`config.mk`:
```
export PLATFORM = sky130hd
export DESIGN_NAME = network_status_led_patterns
export DESIGN_NICKNAME = d
export VERILOG_FILES = /design/src/hw/net_led_pkg.sv /design/src/hw/network_status_led_patterns.sv /design/src/hw/port_traffic_indicator.sv
export SDC_FILE = /design/constraint.sdc
export NUM_CORES = 1
export LEC_CHECK = 0
export BUFFER_PORTS_ARGS = -buffer_cell sky130_fd_sc_hd__buf_2
export CELL_PAD_IN_SITES_DETAIL_PLACEMENT = 1
export CELL_PAD_IN_SITES_GLOBAL_PLACEMENT = 1
export CORE_ASPECT_RATIO = 0.5
export CORE_MARGIN = 3
export CORE_UTILIZATION = 30
export CTS_BUF_LIST = sky130_fd_sc_hd__clkbuf_8
export CTS_CLUSTER_DIAMETER = 30
export DETAILED_ROUTE_END_ITERATION = 7
export PLACE_DENSITY_LB_ADDON = 0.1
export SLEW_MARGIN = 20
export SYNTH_ARGS = -nofsm -noshare
export SYNTH_HDL_FRONTEND = slang
export SYNTH_SLANG_ARGS = --single-unit
export TNS_END_PERCENT = 50
```
`constraint.sdc`:
```
create_clock -name i_clk_sys -period 3.5 [get_ports i_clk_sys]
set_input_delay 0.7 -clock i_clk_sys [delete_from_list [all_inputs] [get_ports i_clk_sys]]
set_output_delay 0.7 -clock i_clk_sys [all_outputs]
set_load 0.005 [all_outputs]
```
`src/hw/net_led_pkg.sv`:
```
// constants, encodings and timing for the network status led pattern block
// ==========================================================================
// Overview of operation
// [RULE1] tcp: run steady green when connected
// [RULE2] tcp: run 1 Hz while ready, unconfigured
// [RULE3] tcp: run 5 Hz once configured, waiting
// [RULE4] tcp: run dark while task not ready
// [RULE5] tcp: error off, 125/375 flash, steady
// [RULE6] 1 Hz pattern: 500 ms on, 500 off
// [RULE7] 5 Hz pattern: 100 ms on, 100 off
// [RULE8] tcp: link green follows port link
// [RULE9] tcp: yellow flickers with frames, else off
// [RULE10] flicker 50/50 ms heavy, per-frame when light
// [RULE11] node: bus state green per node state
// [RULE12] node: basic ethernet shows 10 Hz flicker
// [RULE13] node: stopped blinks 200/200 red-green alternating
// [RULE14] triple flash: three 200 ms, 1000 dark
// [RULE15] double flash: two 200 ms, 1000 dark
// [RULE16] single flash: one 200 ms, 1000 dark
// [RULE17] 10 Hz flicker 50/50, red-green alternating
// [RULE18] node: bus fault red steady on error
// [RULE19] node: link green steady, flickers, off
// [RULE20] node: yellow led always off
// [RULE21] static profile select; leds off in reset
// [RULE22] millisecond tick timing; restart on change
// ==========================================================================
package net_led_pkg;

	// ======================================================================
	// clock and tick
	localparam int CLK_PERIOD_NS = 10;
	localparam int TICK_PERIOD_NS = 1000000;
	localparam int TICK_CYCLES = (TICK_PERIOD_NS + CLK_PERIOD_NS - 1) / CLK_PERIOD_NS;

	// ======================================================================
	// pattern times, counted in millisecond ticks
	typedef logic [11:0] phase_t;
	localparam phase_t T_SLOW_MS = 12'h1F4; // 500 ms
	localparam phase_t T_FAST_MS = 12'h064; // 100 ms
	localparam phase_t T_ERR_ON_MS = 12'h07D; // 125 ms
	localparam phase_t T_ERR_OFF_MS = 12'h177; // 375 ms
	localparam phase_t T_FLASH_MS = 12'h0C8; // 200 ms
	localparam phase_t T_LONG_OFF_MS = 12'h3E8; // 1000 ms
	localparam phase_t T_FLICK_MS = 12'h032; // 50 ms

	// derived periods
	localparam phase_t SLOW_PERIOD = phase_t'(T_SLOW_MS * 2);
	localparam phase_t FAST_PERIOD = phase_t'(T_FAST_MS * 2);
	localparam phase_t ERR_PERIOD = phase_t'(T_ERR_ON_MS + T_ERR_OFF_MS);
	localparam phase_t TRIPLE_PERIOD = phase_t'(T_FLASH_MS * 5 + T_LONG_OFF_MS);
	localparam phase_t DOUBLE_PERIOD = phase_t'(T_FLASH_MS * 3 + T_LONG_OFF_MS);
	localparam phase_t SINGLE_PERIOD = phase_t'(T_FLASH_MS + T_LONG_OFF_MS);
	localparam phase_t FLICK_PERIOD = phase_t'(T_FLICK_MS * 2);
	localparam phase_t BLINK_PERIOD = phase_t'(T_FLASH_MS * 2);
	localparam phase_t IDLE_PERIOD = 12'h001;

	// ======================================================================
	// profile select and node states
	localparam logic PROFILE_TCP = 1'h0;
	localparam logic PROFILE_CN = 1'h1;

	typedef enum logic [2:0] {
		CN_INIT = 3'h0,
		CN_PREOP1 = 3'h1,
		CN_PREOP2 = 3'h2,
		CN_READY = 3'h3,
		CN_OPER = 3'h4,
		CN_STOPPED = 3'h5,
		CN_BASIC_ETH = 3'h6
	} cn_state_e;

	// ======================================================================
	// pattern and activity encodings
	typedef enum logic [8:0] {
		PAT_OFF = 9'h001,
		PAT_ON = 9'h002,
		PAT_SLOW = 9'h004,
		PAT_FAST = 9'h008,
		PAT_TRIPLE = 9'h010,
		PAT_DOUBLE = 9'h020,
		PAT_SINGLE = 9'h040,
		PAT_FLICK_ALT = 9'h080,
		PAT_BLINK_ALT = 9'h100
	} stat_pat_e;

	typedef enum logic [2:0] {
		ERR_OFF = 3'h1,
		ERR_FLASH = 3'h2,
		ERR_ON = 3'h4
	} err_pat_e;

	typedef enum logic [2:0] {
		ACT_IDLE = 3'h1,
		ACT_ON = 3'h2,
		ACT_GAP = 3'h4
	} act_state_e;

endpackage

```
`src/hw/network_status_led_patterns.sv`:
```
// front panel led pattern generator for the tcp and controlled-node profiles
`timescale 1ns/1ns
module network_status_led_patterns #(
	parameter int P_PORTS = 2,
	parameter int P_TICK_CYCLES = net_led_pkg::TICK_CYCLES
) (
	// clock and reset
	input logic i_clk_sys,
	input logic i_rst_n,

	// profile select, held static
	input logic i_profile,

	// tcp protocol task state
	input logic i_task_ready,
	input logic i_task_configured,
	input logic i_task_connected,
	input logic i_sys_error,
	input logic i_comm_error,

	// controlled-node state
	input net_led_pkg::cn_state_e i_cn_state,
	input logic i_cn_error,

	// ethernet ports
	input logic [P_PORTS-1:0] i_link,
	input logic [P_PORTS-1:0] i_frame,

	// status duo led (run / bus state)
	output logic o_status_green,
	output logic o_status_red,

	// fault led (error / bus fault)
	output logic o_fault_red,

	// per port leds
	output logic [P_PORTS-1:0] o_port_green,
	output logic [P_PORTS-1:0] o_port_yellow
);
	import net_led_pkg::*;

	// ======================================================================
	// declarations

	localparam int TICK_W = (P_TICK_CYCLES > 1) ? $clog2(P_TICK_CYCLES) : 1;

	logic [TICK_W-1:0] tick_cnt_ff;
	logic [TICK_W-1:0] nxt_tick_cnt;
	logic tick_ff;
	logic tick_last;

	stat_pat_e tcp_run_pat;
	stat_pat_e cn_bus_pat;
	stat_pat_e stat_pat_sel;
	stat_pat_e stat_pat_ff;
	logic stat_restart;
	phase_t stat_period;
	phase_t stat_phase_ff;
	phase_t nxt_stat_phase;
	logic stat_wrap;

	err_pat_e tcp_err_pat;
	err_pat_e cn_err_pat;
	err_pat_e err_pat_sel;
	err_pat_e err_pat_ff;
	logic err_restart;
	phase_t err_phase_ff;
	phase_t nxt_err_phase;
	logic err_wrap;

	logic in_pulse1;
	logic in_pulse2;
	logic in_pulse3;
	logic nxt_status_green;
	logic nxt_status_red;
	logic nxt_fault_red;

	logic [P_PORTS-1:0] act_lit;
	logic [P_PORTS-1:0] nxt_port_green;
	logic [P_PORTS-1:0] nxt_port_yellow;

	logic status_green_ff;
	logic status_red_ff;
	logic fault_red_ff;
	logic [P_PORTS-1:0] port_green_ff;
	logic [P_PORTS-1:0] port_yellow_ff;

	// ======================================================================
	// millisecond tick

	// divider from the system clock
	assign tick_last = (tick_cnt_ff == TICK_W'(P_TICK_CYCLES - 1));
	assign nxt_tick_cnt = tick_last ? '0 : TICK_W'(tick_cnt_ff + 1'h1); // RULE22

	// one cycle pulse per millisecond
	always_ff @(posedge i_clk_sys) begin
		if (!i_rst_n) begin
			tick_cnt_ff <= '0;
			tick_ff <= 1'h0;
		end else begin
			tick_cnt_ff <= nxt_tick_cnt;
			tick_ff <= tick_last;
		end
	end

	// ======================================================================
	// status led pattern selection

	// tcp run led: not ready wins, then connected, configured, ready
	assign tcp_run_pat = !i_task_ready ? PAT_OFF : // RULE4
		i_task_connected ? PAT_ON : // RULE1
		i_task_configured ? PAT_FAST : // RULE3
		PAT_SLOW; // RULE2

	// node bus state led by node state
	assign cn_bus_pat = (i_cn_state == CN_OPER) ? PAT_ON : // RULE11
		(i_cn_state == CN_READY) ? PAT_TRIPLE : // RULE11
		(i_cn_state == CN_PREOP2) ? PAT_DOUBLE : // RULE11
		(i_cn_state == CN_PREOP1) ? PAT_SINGLE : // RULE11
		(i_cn_state == CN_BASIC_ETH) ? PAT_FLICK_ALT : // RULE12
		(i_cn_state == CN_STOPPED) ? PAT_BLINK_ALT : // RULE13
		PAT_OFF; // RULE11

	// profile mux
	assign stat_pat_sel = (i_profile == PROFILE_CN) ? cn_bus_pat : tcp_run_pat; // RULE21

	// ======================================================================
	// status led phase counter

	// period of the running pattern in ms
	assign stat_period = (stat_pat_ff == PAT_SLOW) ? SLOW_PERIOD : // RULE6
		(stat_pat_ff == PAT_FAST) ? FAST_PERIOD : // RULE7
		(stat_pat_ff == PAT_TRIPLE) ? TRIPLE_PERIOD : // RULE14
		(stat_pat_ff == PAT_DOUBLE) ? DOUBLE_PERIOD : // RULE15
		(stat_pat_ff == PAT_SINGLE) ? SINGLE_PERIOD : // RULE16
		(stat_pat_ff == PAT_FLICK_ALT) ? FLICK_PERIOD : // RULE17
		(stat_pat_ff == PAT_BLINK_ALT) ? BLINK_PERIOD : // RULE13
		IDLE_PERIOD;

	// a new pattern always starts at its first lit phase
	assign stat_restart = (stat_pat_sel != stat_pat_ff);
	assign stat_wrap = (stat_phase_ff >= stat_period - 12'h001);
	assign nxt_stat_phase = stat_restart ? 12'h000 : // RULE22
		!tick_ff ? stat_phase_ff :
		stat_wrap ? 12'h000 :
		phase_t'(stat_phase_ff + 12'h001);

	// pattern and phase registers
	always_ff @(posedge i_clk_sys) begin
		if (!i_rst_n) begin
			stat_pat_ff <= PAT_OFF;
			stat_phase_ff <= 12'h000;
		end else begin
			stat_pat_ff <= stat_pat_sel;
			stat_phase_ff <= nxt_stat_phase;
		end
	end

	// ======================================================================
	// status led decode

	// flash windows: lit 200 ms, dark 200 ms between pulses
	assign in_pulse1 = (stat_phase_ff < T_FLASH_MS);
	assign in_pulse2 = (stat_phase_ff >= phase_t'(T_FLASH_MS * 2)) &&
		(stat_phase_ff < phase_t'(T_FLASH_MS * 3));
	assign in_pulse3 = (stat_phase_ff >= phase_t'(T_FLASH_MS * 4)) &&
		(stat_phase_ff < phase_t'(T_FLASH_MS * 5));

	// green element
	assign nxt_status_green =
		(stat_pat_ff == PAT_ON) || // RULE1
		((stat_pat_ff == PAT_SLOW) && (stat_phase_ff < T_SLOW_MS)) || // RULE6
		((stat_pat_ff == PAT_FAST) && (stat_phase_ff < T_FAST_MS)) || // RULE7
		((stat_pat_ff == PAT_TRIPLE) && (in_pulse1 || in_pulse2 || in_pulse3)) || // RULE14
		((stat_pat_ff == PAT_DOUBLE) && (in_pulse1 || in_pulse2)) || // RULE15
		((stat_pat_ff == PAT_SINGLE) && in_pulse1) || // RULE16
		((stat_pat_ff == PAT_FLICK_ALT) && (stat_phase_ff < T_FLICK_MS)) || // RULE17
		((stat_pat_ff == PAT_BLINK_ALT) && (stat_phase_ff < T_FLASH_MS)); // RULE13

	// red element takes the second half of the alternating patterns
	assign nxt_status_red =
		((stat_pat_ff == PAT_FLICK_ALT) && (stat_phase_ff >= T_FLICK_MS)) || // RULE17
		((stat_pat_ff == PAT_BLINK_ALT) && (stat_phase_ff >= T_FLASH_MS)); // RULE13

	// ======================================================================
	// fault led

	// tcp: a live communication error overrides the system error flash
	assign tcp_err_pat = i_comm_error ? ERR_ON : // RULE5
		i_sys_error ? ERR_FLASH : // RULE5
		ERR_OFF; // RULE5
	assign cn_err_pat = i_cn_error ? ERR_ON : ERR_OFF; // RULE18
	assign err_pat_sel = (i_profile == PROFILE_CN) ? cn_err_pat : tcp_err_pat; // RULE21

	// phase counter, restarted on change
	assign err_restart = (err_pat_sel != err_pat_ff);
	assign err_wrap = (err_phase_ff >= ERR_PERIOD - 12'h001);
	assign nxt_err_phase = err_restart ? 12'h000 : // RULE22
		!tick_ff ? err_phase_ff :
		err_wrap ? 12'h000 :
		phase_t'(err_phase_ff + 12'h001);

	// 125 ms lit then 375 ms dark
	assign nxt_fault_red = (err_pat_ff == ERR_ON) ||
		((err_pat_ff == ERR_FLASH) && (err_phase_ff < T_ERR_ON_MS)); // RULE5

	// pattern and phase registers
	always_ff @(posedge i_clk_sys) begin
		if (!i_rst_n) begin
			err_pat_ff <= ERR_OFF;
			err_phase_ff <= 12'h000;
		end else begin
			err_pat_ff <= err_pat_sel;
			err_phase_ff <= nxt_err_phase;
		end
	end

	// ======================================================================
	// port leds

	// one activity flicker per port
	for (genvar g = 0; g < P_PORTS; g++) begin : g_port
		port_traffic_indicator u_act (
			.i_clk_sys(i_clk_sys),
			.i_rst_n(i_rst_n),
			.i_tick_ms(tick_ff),
			.i_link(i_link[g]),
			.i_frame(i_frame[g]),
			.o_lit(act_lit[g])
		);
	end

	// tcp: green is link, yellow is activity
	// node: green is link, dark during flicker on phases; yellow unused
	assign nxt_port_green = (i_profile == PROFILE_CN) ?
		(i_link & ~act_lit) : // RULE19
		i_link; // RULE8
	assign nxt_port_yellow = (i_profile == PROFILE_CN) ?
		{P_PORTS{1'h0}} : // RULE20
		(act_lit & i_link); // RULE9

	// ======================================================================
	// output registers

	// every led off while reset is held
	always_ff @(posedge i_clk_sys) begin
		if (!i_rst_n) begin
			status_green_ff <= 1'h0; // RULE21
			status_red_ff <= 1'h0;
			fault_red_ff <= 1'h0;
			port_green_ff <= '0;
			port_yellow_ff <= '0;
		end else begin
			status_green_ff <= nxt_status_green;
			status_red_ff <= nxt_status_red;
			fault_red_ff <= nxt_fault_red;
			port_green_ff <= nxt_port_green;
			port_yellow_ff <= nxt_port_yellow;
		end
	end

	// outputs straight from flops
	assign o_status_green = status_green_ff;
	assign o_status_red = status_red_ff;
	assign o_fault_red = fault_red_ff;
	assign o_port_green = port_green_ff;
	assign o_port_yellow = port_yellow_ff;

endmodule

```
`src/hw/port_traffic_indicator.sv`:
```
// load dependent frame activity flicker for one ethernet port
`timescale 1ns/1ns
module port_traffic_indicator (
	// clock and reset
	input logic i_clk_sys,
	input logic i_rst_n,
	// timing
	input logic i_tick_ms,
	// port status
	input logic i_link,
	input logic i_frame,
	// indicator
	output logic o_lit
);
	import net_led_pkg::*;

	act_state_e state_ff;
	act_state_e nxt_state;
	phase_t hold_ff;
	phase_t nxt_hold;
	logic pend_ff;
	logic nxt_pend;
	logic lit_ff;
	logic hold_done;
	logic take;

	// a frame is remembered, the one that starts a flash too, so heavy load gives 50/50 and light load two flashes per frame
	assign hold_done = i_tick_ms && (hold_ff >= T_FLICK_MS - 12'h001);
	assign take = i_frame || pend_ff;
	assign nxt_state = !i_link ? ACT_IDLE :
		(state_ff == ACT_IDLE && take) ? ACT_ON : // RULE10
		(state_ff == ACT_ON && hold_done) ? ACT_GAP :
		(state_ff == ACT_GAP && hold_done) ? (take ? ACT_ON : ACT_IDLE) : // RULE10
		state_ff;
	assign nxt_hold = (nxt_state != state_ff || hold_done) ? 12'h000 :
		i_tick_ms ? phase_t'(hold_ff + 12'h001) : hold_ff;
	// frame set wins over the clear when a new phase starts
	assign nxt_pend = i_link && (i_frame || (pend_ff && !(nxt_state == ACT_ON && state_ff != ACT_ON)));

	// state registers
	always_ff @(posedge i_clk_sys) begin
		if (!i_rst_n) begin
			state_ff <= ACT_IDLE;
			hold_ff <= 12'h000;
			pend_ff <= 1'h0;
			lit_ff <= 1'h0;
		end else begin
			state_ff <= nxt_state;
			hold_ff <= nxt_hold;
			pend_ff <= nxt_pend;
			lit_ff <= (nxt_state == ACT_ON); // RULE9
		end
	end

	assign o_lit = lit_ff;

endmodule

```
==> run_results.csv, run 1 <==
group,metric,value,unit
synthesis,synth.cell_area,5380,µm²
clock_tree,htree_levels,3,
synthesis,synth_compound_area_share,14.3,%
timing,setup_viol,0,
worst_setup_path,worstPathMaxFanout,11,
route,dr.pass1.iters,4,
clock_tree,cts_root_buffer,"clkbuf_8",
synthesis,synthMuxAreaShare,1.91,%
pwr,cellLeakagePower,2.26,nW
worst_setup_path,critical_path_class,"reg2reg",
timing,fmaxAchievable,299,MHz
layout,area_growth,15.6,%
pwr,combPwrFrac,9.8,%
route,route.detailed.drc,0,
min_path,whs_path_depth,1,
layout,nets,701,
worst_setup_path,r2r_cells,15,
pwr,power_frac_seq,49.9,%
worst_setup_path,worst_ep_arrival_time,3.60,ns
timing,rsz0062_at_grt,"yes",
floorplanning,die_h,101,µm
route,wirelength,13400,µm
floorplanning,start_util,31.7,%
clock_tree,clk_path_buf_depth,2,
place,dp.cells,872,
timing,report.final.slew_viol_count,0,
timing,finalHoldViolations,0,
synthesis,synth-async-reset-ratio,0,%
pwr,powerDensity,357,nW/µm²
clock_tree,clk_pin_slew,0.10,ns
route,ant_nets,0,
synthesis,postSynthAreaPerCell,8.53,µm²
synthesis,synthAdderAreaFrac,6.51,%
pwr,p_switching,0.000569,W
clock_tree,cts_hold_buf,0,
synthesis,synth_cell_types,59,
synthesis,synth_edf_count,0,
pwr,power,0.00222,W
global_routing,grt_pass1_wl,22700,µm
global_routing,antenna_found_initial,0,
timing,whs,0.434,ns
floorplanning,row_count,33,
global_routing,grt_max_degree,19,
route,vias,4520,
synthesis,syn_nets,675,
place,place.gp.congestion,0.762,
pwr,cellInternalPower,0.00165,W
global_routing,globalRouteOverflowTotal,0,
synthesis,ys_seq_area_share,35.3,%
layout,layout-drive-gt1-share,14.2,%
timing,fin_ws,0.161,ns
route,viasPerCell,5.08,
layout,design_area,6220,µm²
timing,worst_pin_slew,0.743,ns
pwr,vdd_drop_max,0.163,mV
synthesis,yosys.area_share.simple,25.9,%
floorplanning,die_width,195,µm
floorplanning,die-area,19700,µm²
place,post_dp_cell_area,5840,µm²
synthesis,synth_xor_xnor_area_share,11.7,%
synthesis,synthCells,631,
worst_setup_path,cp-start-kind,"register",
global_routing,grt_use_total,14.1,%
route,drt_iter0_markers,180,
synthesis,synth_top_family_by_area,"simple AND/OR/NAND/NOR gates",
layout,nFillCells,1996,
clock_tree,worstSkewPairLatency,0.38,ns
route,routedWlPerCell,15.1,µm
worst_setup_path,cp.required,3.76,ns
synthesis,yosys_warnings,0,
pwr,swShare,25.6,%
place,dp_hpwl,9640,µm
floorplanning,num_io_pins,23,
global_routing,grt_pass1_vias,4468,
timing,fin_skew,0.0116,ns
place,place_ws,-0.0767,ns
clock_tree,clock_sink_count,95,
floorplanning,coreArea,17000,µm²
timing,finalCriticalPeriod,3.34,ns
pwr,p_clk_share,40.2,%
layout,diodes,0,
job,cap_violations,0,
worst_setup_path,end_kind,"register",
synthesis,ys_ff_latch,95,
timing,finalCritPeriodShare,95.4,%
clock_tree,numCtsBuffers,9,
timing,maxSlewHeadroom,50.4,%
synthesis,synth_flop_cell,"dfxtp_1",
layout,final_cells,889,
clock_tree,cts_tree,"yes",
place,portBuffers,22,
min_path,hp-class,"reg2reg",
status,outcome,"completed",
[per-layer routing]
layer / track usage [%] / share of wire [%] / routed length (µm)
met5: 0 / 0 / 0
met4: 2.96 / 0.87 / 117
met3: 3.24 / 2.5 / 331
met2: 23.4 / 45 / 5970
met1: 18.9 / 52 / 6980
[path summary, 6_finish.rpt]
kind	from	endpoint	slack [ns]
worst max-delay path	stat_pat_ff[2]	stat_phase_ff[7]	0.16
worst min-delay path	g_port[1].u_act.o_lit	o_port_green[1]	0.43
worst max register to register	stat_pat_ff[2]	stat_phase_ff[7]	0.16
worst min register to register	g_port[1].u_act.o_lit	o_port_green[1]	0.43
[power groups by stage]
stage	logic, W	clock network [W]	registers (W)
6_report	0.000219	0.000895	0.00111
4_1_cts	0.000207	0.000941	0.00111
3_3_place_gp	0.000204	0	0.00113
5_1_grt	0.000244	0.000985	0.00111
2_1_floorplan	0.000140	0	0.00113
3_5_place_dp	0.000204	0	0.00113
[cells in the final DEF (no fill, tap or decap), drive strengths merged, types with 2 or more instances in the layout]
cell type | synthesis | routed
bufinv | 0 | 3
clkinv | 1 | 2
mux2 | 2 | 2
o311ai | 3 | 3
or4 | 4 | 4
buf | 8 | 49
nor3 | 14 | 14
a221oi | 2 | 2
clkbuf | 26 | 9
xor2 | 46 | 46
a2111oi | 12 | 12
nand2 | 45 | 45
nand2b | 7 | 7
o21ai | 16 | 16
nor2 | 90 | 90
xnor2 | 26 | 26
nand4b | 3 | 3
a31oi | 6 | 6
nand3 | 21 | 21
a21oi | 15 | 15
a211oi | 14 | 14
inv | 23 | 25
a311oi | 2 | 2
nor4b | 5 | 5
and2 | 4 | 4
dfxtp | 95 | 95
nor3b | 8 | 8
o41ai | 3 | 3
nor4 | 7 | 7
mux2i | 8 | 8
a211o | 3 | 3
ha | 28 | 28
and4 | 7 | 7
nand4 | 20 | 20
o31a | 2 | 2
nand3b | 8 | 8
and3 | 18 | 18
o211ai | 7 | 7
nor2b | 8 | 8
[stage by stage]
step	TNS, ns	util, %
finish	0	36.7
global route	-0.163	36.7
global placement	0	34.4
detailed placement	-0.325	34.4
CTS	0	36.0
floorplan	0	-
[worst max-delay path: stages, from the launching register on]
cell and delay [ns]:
dfxtp_1 0.32, buf_4 0.17, or4_1 0.50, a21oi_2 0.20
nor2_1 0.09, inv_2 0.09, ha_4 0.14, nor3b_4 0.18
a311oi_2 0.06, ha_1 0.31, and3_1 0.17, nand2_1 0.07
nand3_1 0.07, a311o_1 0.31, buf_4 0.20, a2111oi_2 0.36
[flip-flops by register name, indices dropped and copies added (netlist names)]
signal                 flops
err_pat_ff                 3
err_phase_ff              12
g_port.u_act.hold_ff      24
g_port.u_act.o_lit         2
g_port.u_act.pend_ff       2
g_port.u_act.state_ff      6
o_fault_red                1
o_port_green               2
o_port_yellow              2
o_status_green             1
o_status_red               1
stat_pat_ff                9
stat_phase_ff             12
tick_cnt_ff               17
tick_ff                    1
[cell type report]
class                      instances  area, µm²  area share, %
tap                              227        284           4.56
multi-input combinational        478       3390           54.5
inverter                          24       90.1           1.45
clock inverter                     7        121           1.95
timing repair buffer              49        313           5.03
sequential                        95       1900           30.6
clock buffer                       9        124           1.99
[cell families after synthesis]
| family | Yosys count |
|---|---|
| flops | 95 |
| xor+xnor | 72 |
| buf+inv | 58 |
| fa+ha+maj | 28 |
| mux | 10 |
| compound gates | 96 |
| simple gates | 272 |
[repair_timing]
item / 4_1_cts / 5_1_grt
buffers inserted: 0 / 1
pin swaps: 0 / 3
setup endpoints to repair: 12 / 12
gates cloned: 0 / 0
gates resized for setup: 5 / 16
[synth_stat cells, types with 2 or more instances]
| library cell | count | share of area (%) |
|---|---|---|
| a31oi_1 | 6 | 0.70 |
| nand3b_1 | 8 | 1.1 |
| inv_1 | 23 | 1.6 |
| o21ai_0 | 16 | 1.5 |
| mux2_2 | 2 | 0.42 |
| or4_1 | 4 | 0.56 |
| nor2b_1 | 8 | 0.93 |
| a21oi_1 | 15 | 1.4 |
| o211ai_1 | 7 | 0.98 |
| mux2i_1 | 8 | 1.5 |
| nor2_1 | 90 | 6.3 |
| a2111oi_0 | 2 | 0.33 |
| and2_1 | 4 | 0.46 |
| nand4_1 | 20 | 2.3 |
| ha_1 | 28 | 6.5 |
| nand2_1 | 45 | 3.1 |
| a211oi_1 | 14 | 2.0 |
| a2111oi_2 | 9 | 2.5 |
| a221oi_1 | 2 | 0.33 |
| a211o_1 | 3 | 0.49 |
| nor3b_1 | 8 | 1.1 |
| nor4_1 | 7 | 0.81 |
| nand2b_1 | 7 | 0.81 |
| xnor2_1 | 26 | 4.2 |
| nor3_1 | 14 | 1.3 |
| buf_2 | 4 | 0.37 |
| clkbuf_1 | 25 | 1.7 |
| and3_1 | 18 | 2.1 |
| buf_1 | 3 | 0.21 |
| o311ai_0 | 3 | 0.49 |
| o41ai_1 | 2 | 0.33 |
| nor4b_1 | 5 | 0.81 |
| xor2_1 | 46 | 7.5 |
| nand4b_1 | 3 | 0.49 |
| nand3_1 | 20 | 1.9 |
| dfxtp_1 | 95 | 35 |
| and4_1 | 7 | 1.1 |
| a311oi_1 | 2 | 0.33 |
| o31a_1 | 2 | 0.33 |
(Power assumes the default switching activity.)
==> run 2: changes to the inputs <==
--- a/config.mk
+++ b/config.mk
@@ -11,8 +11,8 @@
 export CORE_ASPECT_RATIO = 0.5
 export CORE_MARGIN = 3
 export CORE_UTILIZATION = 30
-export CTS_BUF_LIST = sky130_fd_sc_hd__clkbuf_8
 export CTS_CLUSTER_DIAMETER = 30
+export CTS_CLUSTER_SIZE = 16
 export DETAILED_ROUTE_END_ITERATION = 7
 export PLACE_DENSITY_LB_ADDON = 0.1
 export SLEW_MARGIN = 20
==> run 2 against run 1 <==
Effect of this change: maximum frequency fell by 0.38%; final cell count did not move; first-iteration DRC count rose by 2.8%; cell area rose by 1.6%; via count fell by 0.22%; total power rose by 12%; clock-buffer cell count rose by 1; register-to-register slack barely moved; die area did not move; critical path depth did not move; sequential cell count did not move.
==> run_results.csv, run 2 (same netlist as run 1, synthesis figures left out) <==
group,metric,value,unit
status,outcome,"completed",
floorplanning,start_util,31.7,%
layout,largest_register_ffs,24,
route,drt_iter0_markers,185,
global_routing,grt_pass1_wl,22800,µm
clock_tree,worstSkewPairLatency,0.35,ns
clock_tree,clock_sink_count,95,
layout,nets,701,
timing,whs,0.432,ns
global_routing,grt_use_total,14.1,%
pwr,p_clk_share,46.5,%
layout,design_area,6320,µm²
layout,final_common_cell,"dfxtp_1",
timing,finalCriticalPeriod,3.35,ns
pwr,cellLeakagePower,2.30,nW
worst_setup_path,worst_path_most_repeated_cell,"buf_4",
timing,finalHoldViolations,0,
timing,worst_pin_slew,0.740,ns
clock_tree,numCtsBuffers,9,
pwr,power_frac_seq,44.7,%
floorplanning,die_width,195,µm
layout,regMostFlops,"g_port.u_act.hold_ff",
floorplanning,coreArea,17000,µm²
clock_tree,clk_pin_slew,0.07,ns
timing,report.final.slew_viol_count,0,
route,routedWlPerCell,15.1,µm
worst_setup_path,slowest_stage,"or4_1",
layout,reg_top3,"g_port.u_act.hold_ff: 24 flops, tick_cnt_ff: 17 flops",
place,dp.cells,872,
timing,setup_viol,0,
place,place.gp.congestion,0.762,
route,viasPerCell,5.07,
floorplanning,die_h,101,µm
layout,diodes,0,
route,wirelength,13400,µm
route,ant_nets,0,
clock_tree,cts_hold_buf,0,
global_routing,globalRouteOverflowTotal,0,
floorplanning,die-area,19700,µm²
timing,fmaxAchievable,298,MHz
worst_setup_path,critical_path_class,"reg2reg",
pwr,powerDensity,393,nW/µm²
layout,fin_util,37.3,%
layout,layout-drive-gt1-share,14.2,%
route,dr.pass1.iters,4,
pwr,power,0.00248,W
pwr,combPwrFrac,8.8,%
layout,area_growth,17.5,%
timing,finalCritPeriodShare,95.8,%
route,vias,4510,
layout,final_cells,889,
floorplanning,num_io_pins,23,
route,route.detailed.drc,0,
worst_setup_path,cp.required,3.73,ns
job,cap_violations,0,
global_routing,antenna_found_initial,0,
pwr,p_switching,0.000603,W
timing,maxSlewHeadroom,50.6,%
worst_setup_path,max_stage_delay,0.50,ns
worst_setup_path,worstPathMaxFanout,11,
clock_tree,cts_root_buffer,"clkbuf_16",
global_routing,grt_max_degree,19,
worst_setup_path,worst_ep_arrival_time,3.58,ns
worst_setup_path,crit_family,"simple AND/OR/NAND/NOR gates",
layout,layout_common_cells,"dfxtp_1, nor2_1, xor2_1",
floorplanning,row_count,33,
pwr,swShare,24.3,%
place,post_dp_cell_area,5840,µm²
worst_setup_path,path_cells,"buf_4 > or4_1 > a21oi_2 > nor2_1 > inv_2 > ha_4 > nor3b_4 > a311oi_2 > ha_1 > and3_1 > nand2_1 > nand3_1 > a311o_1 > buf_4 > a2111oi_2",
pwr,cellInternalPower,0.00188,W
place,dp_hpwl,9640,µm
clock_tree,clk_path_buf_depth,2,
worst_setup_path,end_kind,"register",
global_routing,grt_pass1_vias,4469,
timing,rsz0062_at_grt,"yes",
timing,fin_skew,0.0103,ns
place,portBuffers,22,
clock_tree,cts_tree,"yes",
worst_setup_path,cp-start-kind,"register",
pwr,vdd_drop_max,0.217,mV
min_path,hp-class,"reg2reg",
clock_tree,htree_levels,3,
worst_setup_path,crit_buf_inv,3,
==> run 2: per-layer routing <==
layer | part of all wire, % | vias up | track usage (%)
met2 | 45 | 34 | 23.3
li1 | - | 2282 | -
met3 | 2.5 | 8 | 3.24
met5 | 0 | - | 0
met4 | 0.72 | 0 | 2.96
met1 | 52 | 2186 | 19.1
==> run 2: metrics by stage <==
| stage | TNS (ns) | worst slack (ns) |
|---|---|---|
| finish | 0 | 0.148 |
| global route | -0.136 | -0.0537 |
| CTS | 0 | 0.0257 |
| detailed placement | -0.325 | -0.0767 |
| global placement | 0 | 0.0516 |
| floorplan | 0 | 0.0126 |
==> run 2: path summary, 6_finish.rpt <==
path	start	to	slack, ns	cells after the start
worst max register to register	stat_pat_ff[2]	stat_phase_ff[7]	0.15	15
worst min register to register	g_port[0].u_act.o_lit	o_port_green[0]	0.43	1
worst max-delay path	stat_pat_ff[2]	stat_phase_ff[7]	0.15	15
worst min-delay path	g_port[0].u_act.o_lit	o_port_green[0]	0.43	1
==> run 2: power by group through the flow <==
| stage | logic [W] | registers (W) | clock network [W] |
|---|---|---|---|
| 6_report | 0.000218 | 0.00111 | 0.00116 |
| 5_1_grt | 0.000244 | 0.00111 | 0.00125 |
| 4_1_cts | 0.000207 | 0.00111 | 0.00120 |
| 3_5_place_dp | 0.000204 | 0.00113 | 0 |
| 3_3_place_gp | 0.000204 | 0.00113 | 0 |
| 2_1_floorplan | 0.000140 | 0.00113 | 0 |
==> run 2: layout make-up <==
type / count / area [µm²]
timing repair buffer: 49 / 313
clock inverter: 6 / 118
fill: 1993 / 10600
tap: 227 / 284
sequential: 95 / 1900
inverter: 24 / 90.1
clock buffer: 10 / 229
multi-input combinational: 478 / 3390
==> run 2: what timing repair did <==
item | 4_1_cts | 5_1_grt
cloned | 0 | 0
endpoints found under the setup margin | 12 | 12
setup buffers | 0 | 1
pin swaps | 1 | 2
endpoints found under the hold margin | 0 | 0
resized for setup | 5 | 16
==> run 2: worst reg2reg max path: stages (launching register included) <==
cell,delay [ns]
dfxtp_1,0.31
buf_4,0.17
or4_1,0.50
a21oi_2,0.20
nor2_1,0.09
inv_2,0.09
ha_4,0.14
nor3b_4,0.18
a311oi_2,0.06
ha_1,0.31
and3_1,0.17
nand2_1,0.08
nand3_1,0.07
a311o_1,0.31
buf_4,0.20
a2111oi_2,0.36
